### src/design/isa_row_b_pkg.sv
/*
  Constants, command and state types for the expansion bus row B controller.
  Assumes a 50 MHz core clock; the bus clock arrives as a sampled input.
*/
package isa_row_b_pkg;
  // ----------------------------------------------------------------
  // Timing
  // ----------------------------------------------------------------
  localparam int CLK_NS = 20;
  localparam int REF_PERIOD_NS = 15600;
  localparam int REF_CYC_I = REF_PERIOD_NS / CLK_NS;
  localparam logic [9:0] REF_CYC = 10'(REF_CYC_I);
  localparam int RST_HOLD_NS = 2000;
  localparam logic [6:0] RST_CYC = 7'((RST_HOLD_NS + CLK_NS - 1) / CLK_NS);
  localparam logic [3:0] BUS_WAIT_TICKS = 4'h4;
  localparam logic [3:0] REF_TICKS = 4'h4;
  localparam logic [3:0] ONE_TICK = 4'h1;
  localparam logic [3:0] LOW_MB_TOP = 4'h0;

  // ----------------------------------------------------------------
  // Widths
  // ----------------------------------------------------------------
  localparam int ADDR_W = 24;
  localparam int DATA_W = 16;
  localparam int N_DMA = 4;
  localparam int N_IRQ = 6;
  localparam int LEN_W = 8;

  // ----------------------------------------------------------------
  // Types
  // ----------------------------------------------------------------
  typedef enum logic [1:0] {K_MEM_RD = 2'h0, K_MEM_WR = 2'h1, K_IO_RD = 2'h2, K_IO_WR = 2'h3} kind_t;

  typedef struct packed {
    kind_t kind;
    logic word;
    logic [ADDR_W-1:0] addr;
    logic [DATA_W-1:0] data;
  } cmd_t;

  typedef enum logic [7:0] {
    S_IDLE = 8'h01, S_ALE = 8'h02, S_CMD = 8'h04, S_DONE = 8'h08,
    S_REF = 8'h10, S_DMA = 8'h20, S_DEND = 8'h40, S_MST = 8'h80
  } fsm_t;
endpackage

### src/design/isa_row_b_ctrl.sv
/*
  Board-side controller for the control row of a stacked ISA-style bus:
  reset drive, refresh, processor cycles from a two-entry command buffer,
  single DMA transfers and bus-master hand-over, terminal count.
  Assumes every pin input is asynchronous to CLOCK and the bus clock is
  sampled by CLOCK; user-side ports are synchronous to CLOCK.
*/
// How it works
// - Reset drive high at power-up and reset
// - DMA channel may hand bus to master
// - Active-low acknowledge selects the requesting card
// - Zero-wait response ends cycle at once
// - Legacy memory strobes only below 1MB
// - Owner drives I/O write strobe with data
// - Owner drives I/O read; card drives data
// - Refresh low whole cycle, every 15.6 us
// - Free-running bus clock supplied to cards
// - One terminal count pulse at last transfer
// - Cards latch upper address on latch fall
// - Latch enable held high during DMA
// - Oscillator output unrelated to bus clock
// - Byte-high enable low for upper-lane transfers
`timescale 1ns/1ps

module isa_row_b_ctrl (
  input wire logic CLOCK,                                        // core clock 50 MHz
  input wire logic RST_B,                                        // async reset
  input wire logic SYS_RESET_B,                                  // system reset request pin
  input wire logic SYSCLK_IN,                                    // bus clock source
  input wire logic OSC_IN,                                       // oscillator source
  input wire logic [isa_row_b_pkg::N_DMA-1:0] DRQ,               // DMA request pins
  input wire logic ZWS_B,                                        // zero wait state pin
  input wire logic [isa_row_b_pkg::N_IRQ-1:0] IRQ,               // interrupt request pins
  input wire logic [isa_row_b_pkg::DATA_W-1:0] SD_I,             // data bus in
  input wire logic CMD_VALID,                                    // command offered
  input wire isa_row_b_pkg::kind_t CMD_KIND,                     // command kind
  input wire logic CMD_WORD,                                     // 16-bit transfer
  input wire logic [isa_row_b_pkg::ADDR_W-1:0] CMD_ADDR,         // command address
  input wire logic [isa_row_b_pkg::DATA_W-1:0] CMD_DATA,         // write data
  input wire logic RD_READY,                                     // read data taken
  input wire logic [isa_row_b_pkg::LEN_W-1:0] DMA_LEN,           // terminal transfer index
  input wire logic [isa_row_b_pkg::ADDR_W-1:0] DMA_ADDR,         // DMA memory address
  input wire logic [isa_row_b_pkg::N_DMA-1:0] MASTER_EN,         // channel serves a bus master
  output logic CMD_READY,                                        // buffer has room
  output logic RD_VALID,                                         // read data valid
  output logic [isa_row_b_pkg::DATA_W-1:0] RD_DATA,              // read data
  output logic RSTDRV,                                           // bus reset drive
  output logic SYSCLK,                                           // bus clock out
  output logic OSC,                                              // oscillator out
  output logic BALE,                                             // address latch enable
  output logic IOR_B,                                            // I/O read strobe
  output logic IOW_B,                                            // I/O write strobe
  output logic SMEMR_B,                                          // legacy memory read
  output logic SMEMW_B,                                          // legacy memory write
  output logic REFRESH_B,                                        // refresh in progress
  output logic [isa_row_b_pkg::N_DMA-1:0] DACK_B,                // DMA acknowledges
  output logic TC,                                               // terminal count
  output logic SBHE_B,                                           // byte high enable
  output logic [19:0] SA,                                        // system address
  output logic [6:0] LA,                                         // latchable address 23..17
  output logic [isa_row_b_pkg::DATA_W-1:0] SD_O,                 // data bus out
  output logic SD_OE_B,                                          // data bus enable, low drives
  output logic CTL_OE_B,                                         // strobe/address enable, low drives
  output logic [isa_row_b_pkg::N_IRQ-1:0] IRQ_PEND               // synchronised requests
);
  import isa_row_b_pkg::*;

  typedef struct packed {
    logic srst_s1, srst_s2, clk_s1, clk_s2, clk_d, osc_s1, osc_s2, zws_s1, zws_s2;
    logic [N_DMA-1:0] drq_s1, drq_s2;
    logic [N_IRQ-1:0] irq_s1, irq_s2, irq;
    logic [DATA_W-1:0] sd_s1, sd_s2;
    logic [6:0] rst_cnt;
    logic rstdrv, sysclk, osc;
    cmd_t [1:0] q;
    logic wp, rp, cmd_rdy;
    logic [1:0] cnt;
    fsm_t fsm;
    cmd_t cur;
    logic [3:0] ticks;
    logic [1:0] dma_ch;
    logic [N_DMA-1:0][LEN_W-1:0] dma_cnt;
    logic [9:0] ref_cnt;
    logic ref_due;
    logic [7:0] ref_row;
    logic bale, ior_b, iow_b, smemr_b, smemw_b, refresh_b, tc, sbhe_b, sd_oe_b, ctl_oe_b, rd_valid;
    logic [N_DMA-1:0] dack_b;
    logic [19:0] sa;
    logic [6:0] la;
    logic [DATA_W-1:0] sd_o, rd_data;
  } state_t;

  // Request stages start asserted so the reset drive hold is re-armed after release
  localparam state_t ST_INIT = '{fsm: S_IDLE, srst_s1: 1'b0, srst_s2: 1'b0, zws_s1: 1'b1, zws_s2: 1'b1,
    rstdrv: 1'b1, cmd_rdy: 1'b1, ior_b: 1'b1, iow_b: 1'b1, smemr_b: 1'b1, smemw_b: 1'b1,
    refresh_b: 1'b1, sbhe_b: 1'b1, sd_oe_b: 1'b1, dack_b: '1, default: '0};

  state_t r, n;

  // ----------------------------------------------------------------
  // Next state
  // ----------------------------------------------------------------
  always_comb begin
    logic tick, push, pop, found, low;
    logic [1:0] ch;
    tick = 1'b0;
    push = 1'b0;
    pop = 1'b0;
    found = 1'b0;
    low = 1'b0;
    ch = 2'h0;
    n = r;
    // Two stages on every pin before use
    n.srst_s1 = SYS_RESET_B;
    n.srst_s2 = r.srst_s1;
    n.clk_s1 = SYSCLK_IN;
    n.clk_s2 = r.clk_s1;
    n.clk_d = r.clk_s2;
    n.osc_s1 = OSC_IN;
    n.osc_s2 = r.osc_s1;
    n.zws_s1 = ZWS_B;
    n.zws_s2 = r.zws_s1;
    n.drq_s1 = DRQ;
    n.drq_s2 = r.drq_s1;
    n.irq_s1 = IRQ;
    n.irq_s2 = r.irq_s1;
    n.sd_s1 = SD_I;
    n.sd_s2 = r.sd_s1;
    n.irq = r.irq_s2;
    tick = r.clk_s2 & ~r.clk_d;
    n.sysclk = r.clk_s2;
    n.osc = r.osc_s2;

    // Reset drive: held while requested and a minimum time after
    if (!r.srst_s2) begin
      n.rst_cnt = RST_CYC;
      n.rstdrv = 1'b1;
    end else if (r.rst_cnt != 7'h00) begin
      n.rst_cnt = r.rst_cnt - 7'h01;
    end else begin
      n.rstdrv = 1'b0;
    end

    if (r.rd_valid && RD_READY) begin
      n.rd_valid = 1'b0;
    end

    for (int i = N_DMA - 1; i >= 0; i--) begin
      if (r.drq_s2[i]) begin
        found = 1'b1;
        ch = 2'(i);
      end
    end

    case (r.fsm)
      S_IDLE: begin
        // Refresh first, then DMA, then queued processor cycles
        if (!r.rstdrv && tick) begin
          if (r.ref_due) begin
            n.ref_due = 1'b0;
            n.refresh_b = 1'b0;
            n.smemr_b = 1'b0;
            n.la = 7'h00;
            n.sa = {12'h000, r.ref_row};
            n.ref_row = r.ref_row + 8'h01;
            n.ticks = REF_TICKS;
            n.fsm = S_REF;
          end else if (found) begin
            n.dma_ch = ch;
            n.dack_b[ch] = 1'b0;
            n.bale = 1'b1;
            if (MASTER_EN[ch]) begin
              n.ctl_oe_b = 1'b1;
              n.fsm = S_MST;
            end else begin
              low = DMA_ADDR[23:20] == LOW_MB_TOP;
              n.sa = DMA_ADDR[19:0];
              n.la = DMA_ADDR[23:17];
              n.ior_b = 1'b0;
              n.smemw_b = ~low;
              n.ticks = BUS_WAIT_TICKS;
              n.fsm = S_DMA;
            end
          end else if (r.cnt != 2'h0) begin
            pop = 1'b1;
            n.cur = r.q[r.rp];
            n.sa = r.q[r.rp].addr[19:0];
            n.la = r.q[r.rp].addr[23:17];
            n.sbhe_b = ~(r.q[r.rp].word | r.q[r.rp].addr[0]);
            n.bale = 1'b1;
            n.fsm = S_ALE;
          end
        end
      end
      S_ALE: begin
        if (tick) begin
          low = r.cur.addr[23:20] == LOW_MB_TOP;
          n.bale = 1'b0;
          n.ticks = BUS_WAIT_TICKS;
          n.fsm = S_CMD;
          case (r.cur.kind)
            K_MEM_RD: n.smemr_b = ~low;
            K_MEM_WR: begin
              n.smemw_b = ~low;
              n.sd_o = r.cur.data;
              n.sd_oe_b = 1'b0;
            end
            K_IO_RD: n.ior_b = 1'b0;
            default: begin
              n.iow_b = 1'b0;
              n.sd_o = r.cur.data;
              n.sd_oe_b = 1'b0;
            end
          endcase
        end
      end
      S_CMD: begin
        if (tick) begin
          // Zero-wait answer ends the cycle at this bus clock edge
          if (!r.zws_s2 || r.ticks == ONE_TICK) begin
            n.ior_b = 1'b1;
            n.iow_b = 1'b1;
            n.smemr_b = 1'b1;
            n.smemw_b = 1'b1;
            n.sd_oe_b = 1'b1;
            n.sbhe_b = 1'b1;
            n.cur.data = r.sd_s2;
            n.fsm = S_DONE;
          end else begin
            n.ticks = r.ticks - ONE_TICK;
          end
        end
      end
      S_DONE: begin
        // Read result waits here while the output slot is full
        if (r.cur.kind == K_MEM_RD || r.cur.kind == K_IO_RD) begin
          if (!r.rd_valid) begin
            n.rd_valid = 1'b1;
            n.rd_data = r.cur.data;
            n.fsm = S_IDLE;
          end
        end else begin
          n.fsm = S_IDLE;
        end
      end
      S_REF: begin
        if (tick) begin
          if (r.ticks == ONE_TICK) begin
            n.refresh_b = 1'b1;
            n.smemr_b = 1'b1;
            n.fsm = S_IDLE;
          end else begin
            n.ticks = r.ticks - ONE_TICK;
          end
        end
      end
      S_DMA: begin
        if (tick) begin
          if (r.ticks == ONE_TICK) begin
            n.ior_b = 1'b1;
            n.smemw_b = 1'b1;
            n.dack_b = '1;
            n.bale = 1'b0;
            if (r.dma_cnt[r.dma_ch] == DMA_LEN) begin
              n.dma_cnt[r.dma_ch] = '0;
              n.tc = 1'b1;
            end else begin
              n.dma_cnt[r.dma_ch] = r.dma_cnt[r.dma_ch] + 8'h01;
            end
            n.fsm = S_DEND;
          end else begin
            n.ticks = r.ticks - ONE_TICK;
          end
        end
      end
      S_DEND: begin
        if (tick) begin
          n.tc = 1'b0;
          n.fsm = S_IDLE;
        end
      end
      S_MST: begin
        // Master owns strobes and address until it drops its request
        if (!r.drq_s2[r.dma_ch]) begin
          n.dack_b = '1;
          n.bale = 1'b0;
          n.ctl_oe_b = 1'b0;
          n.fsm = S_IDLE;
        end
      end
      default: n.fsm = S_IDLE;
    endcase

    // Counter sets after the state machine clears, so a due never gets lost
    if (r.ref_cnt == REF_CYC - 10'h001) begin
      n.ref_cnt = 10'h000;
      n.ref_due = 1'b1;
    end else begin
      n.ref_cnt = r.ref_cnt + 10'h001;
    end

    push = CMD_VALID & r.cmd_rdy;
    if (push) begin
      n.q[r.wp] = '{kind: CMD_KIND, word: CMD_WORD, addr: CMD_ADDR, data: CMD_DATA};
      n.wp = ~r.wp;
    end
    if (pop) begin
      n.rp = ~r.rp;
    end
    n.cnt = r.cnt + {1'b0, push} - {1'b0, pop};
    n.cmd_rdy = n.cnt != 2'h2;
  end

  always_ff @(posedge CLOCK or negedge RST_B) begin
    if (!RST_B) begin
      r <= ST_INIT;
    end else begin
      r <= n;
    end
  end

  // ----------------------------------------------------------------
  // Outputs
  // ----------------------------------------------------------------
  assign CMD_READY = r.cmd_rdy;
  assign RD_VALID = r.rd_valid;
  assign RD_DATA = r.rd_data;
  assign RSTDRV = r.rstdrv;
  assign SYSCLK = r.sysclk;
  assign OSC = r.osc;
  assign BALE = r.bale;
  assign IOR_B = r.ior_b;
  assign IOW_B = r.iow_b;
  assign SMEMR_B = r.smemr_b;
  assign SMEMW_B = r.smemw_b;
  assign REFRESH_B = r.refresh_b;
  assign DACK_B = r.dack_b;
  assign TC = r.tc;
  assign SBHE_B = r.sbhe_b;
  assign SA = r.sa;
  assign LA = r.la;
  assign SD_O = r.sd_o;
  assign SD_OE_B = r.sd_oe_b;
  assign CTL_OE_B = r.ctl_oe_b;
  assign IRQ_PEND = r.irq;
endmodule

### config.mk
export PLATFORM = sky130hd
export DESIGN_NAME = isa_row_b_ctrl
export DESIGN_NICKNAME = d
export VERILOG_FILES = /design/src/design/isa_row_b_pkg.sv /design/src/design/isa_row_b_ctrl.sv
export SDC_FILE = /design/constraint.sdc
export NUM_CORES = 1
export LEC_CHECK = 0
export BUFFER_PORTS_ARGS = -buffer_cell sky130_fd_sc_hd__buf_2
export CORE_ASPECT_RATIO = 1.25
export CORE_MARGIN = 10
export CORE_UTILIZATION = 52
export DETAILED_ROUTE_END_ITERATION = 10
export PLACE_DENSITY = 0.87
export RECOVER_POWER = 25
export SETUP_SLACK_MARGIN = 0.02
export SYNTH_ARGS = -nofsm -noshare
export SYNTH_HDL_FRONTEND = slang
export SYNTH_SLANG_ARGS = --single-unit
export TNS_END_PERCENT = 50
### constraint.sdc
create_clock -name CLOCK -period 2.7 [get_ports CLOCK]
set_input_delay 0.675 -clock CLOCK [delete_from_list [all_inputs] [get_ports CLOCK]]
set_output_delay 0.675 -clock CLOCK [all_outputs]
set_load 0.02 [all_outputs]
==> impl_metrics.ini <==
[status]
outcome = complete, but fails checks
violations = max-capacitance violations

[place]
place_hpwl_um = 23400
place_inst = 1621
portBuffers = 196
gp_congestion = 0.930

[clock_tree]
cts_sinks = 325
clk_latency_ns = 0.52
h-tree-depth = 2
clkTransAtPathRegs_ns = 0.06
root_buffer = clkbuf_16
cts_tree = yes
cts_made_buffers = 34
cts_resized = 0
post_cts_buffers = 0
cts_buffer_depth = 3
hold_buffers = 0

[synth]
syn_nets = 1294
postSynthCellCount = 1173
synth_flop_cell = dfrtp_1
yosys_warnings = 0
avgSynthCellArea_um2 = 12.1
synth_cell_types = 75
synth_area_um2 = 14200
synth_edf_count = 0
postSynth.asyncResetShare = 1.00
ys_ff_latch = 325
synth.yosys.seq_area_share = 0.574

[worst_setup_path]
path_max_fanout = 9
r2r_slack_ns = 0.13
r2r_end = CMD_READY
startpoint = r[180]
required_ns = 3.14
reg2reg_from = r[180]
rr_worst_depth = 8
startpoint_type = flip-flop
crit_end = CMD_READY
worstSetupEndpointType = flip-flop
crit_type = flip-flop to flip-flop
cp.arrival_ns = 3.01

[drt]
drtPass1Iterations = 5
ant_nets = 0
drc = 0
wl_per_cell_um = 19.4
wl_um = 32700
avgViaCountPerCell = 5.57
drt_iter0_drc = 558
vias = 9398

[finish]
layout.cells.non_filler = 1686
multi_input_area_um2 = 5250
postLayoutCoreUtil = 0.606
fillers = 2067
layout-drive-gt1-share = 0.343
seq_area_um2 = 8160
fin_nets = 1433
syn_to_final_growth_pct = 14.8

[sta]
max_freq_mhz = 389
fin_skew_ns = 0.0193
drv_slew = 0
fin_crit_sh = 0.953
whs_ns = 0.262
rsz0062_at_grt = yes
layout_min_cycle_time_ns = 2.57
setup_violations = 0
hold_viol_final = 0
maxSlewHeadroom = 0.000499
tightestPinTransition_ns = 1.50

[global_routing]
gr-usage-all-layers = 0.186
grt_max_degree = 75
grt_pass1_vias = 9996
gr-total-overflow = 0
met2_usage = 0.330
gr-usage-met3 = 0.0451
grtUsageMet1 = 0.214
grt_pass1_wl_um = 52600
antenna_found_initial = 5
top_usage_layer = met2

[floorplan]
core_area_um2 = 26900
die_x_um = 168
initial_core_util = 0.528
ios = 197
die_height_um = 205
die_area_um2 = 34400
rows = 67

[hold_path]
hold_class = input pin to flip-flop
hp-start = SYS_RESET_B

[power]
powerDensity_nw_per_um2 = 783
power_leakage_nw = 7.43
worst_ir_drop_vdd_v = 0.000602
power_mw = 12.8

[job]
maxCapViolCount = 1
through the flow:
step | TNS (ns) | setup WS (ns) | cell area (µm²)
finish | 0 | 0.127 | 16300
floorplan | 0 | 0.163 | 14200
detailed placement | 0 | 0.114 | 15200
global placement | 0 | 0.177 | 15200
CTS | 0 | 0.102 | 16300
global route | -0.154 | -0.0537 | 16300
sequential cells by signal, indices dropped and copies added, names as in the netlist, 4 cells and up:
signal / flops
r: 206
n: 38
SA: 19
RD_DATA: 16
SD_O: 16
IRQ_PEND: 6
LA: 5
DACK_B: 4
power by group:
part           switching (mW)  internal, mW
clock                    1.86          2.72
sequential              0.426          5.68
combinational           0.951          1.13
layer usage:
layer | wire, µm | part of all wire | vias to the layer above
li1 | - | - | 4341
met1 | 12700 | 0.39 | 4743
met2 | 17100 | 0.52 | 237
met3 | 1830 | 0.056 | 71
met4 | 1000 | 0.031 | 6
met5 | 28 | 0.00086 | -
final cells by class:
cell class | count | area share
Antenna cell | 3 | 0.000460
Clock buffer | 54 | 0.0629
Clock inverter | 8 | 0.00529
Inverter | 9 | 0.00207
Multi-Input combinational cell | 708 | 0.322
Sequential cell | 325 | 0.500
Tap cell | 345 | 0.0265
Timing Repair Buffer | 234 | 0.0812
kinds of logic (layout without fill, tap and decap cells):
| logic type | count (synthesis) | count (layout) | synth area share |
|---|---|---|---|
| flops | 325 | 325 | 0.574 |
| simple gates | 277 | 277 | 0.0983 |
| compound gates | 198 | 198 | 0.0892 |
| mux | 187 | 187 | 0.149 |
| buf+inv | 140 | 305 | 0.0589 |
| xor+xnor | 38 | 38 | 0.0234 |
| fa+ha+maj | 8 | 8 | 0.00704 |
| other cells | 0 | 3 | 0 |
synthesized netlist by cell type, drive strengths merged, types with 7 or more instances:
cell type  count  area share
nor2          51       0.014
mux2i         49       0.035
a2bb2oi       16      0.0099
buf           92       0.046
inv            9      0.0024
nand2b        13      0.0057
xnor2         30       0.018
ha             8      0.0070
nor3          14      0.0049
o21ai         75       0.027
nor3b          7      0.0037
or2            8      0.0035
a21oi         40       0.014
nand2        108       0.029
nor2b         10      0.0044
nand3         18      0.0067
a211oi         9      0.0048
o31ai         20       0.011
clkbuf        39       0.010
mux4           7       0.011
dfstp         16       0.030
xor2           8      0.0049
nor4          10      0.0074
mux2         131        0.10
and3          10      0.0044
dfrtp        309        0.54
worst min-delay path by stage:
stage | cells after the start | slack, ns | end
2_1_floorplan | 0 | 0.33 | IRQ_PEND[0]
3_3_place_gp | 0 | 0.33 | r[292]
3_5_place_dp | 0 | 0.33 | IRQ_PEND[2]
4_1_cts | 1 | 0.11 | IRQ_PEND[0]
5_1_grt | 1 | 0.25 | n[341]
6_report | 1 | 0.26 | n[348]
layout by cell type (no fill, tap or decap), types with 29 or more instances in the layout:
cell type	count
dfrtp_1	307
buf_4	29
mux2_2	131
buf_2	188
a21oi_1	39
nand2_1	108
o21ai_0	68
xnor2_1	30
clkbuf_16	34
mux2i_1	49
nor2_1	49
critical path, stage by stage, from the launching register on:
cell and delay, ns:
dfrtp_1 0.48, nor4_4 0.43, nand4_2 0.14, or4_1 0.57, xor2_1 0.20, ha_1 0.20, xnor2_1 0.13, xnor2_1 0.24
nand2b_1 0.09
Power figures use the tool's default switching activity.
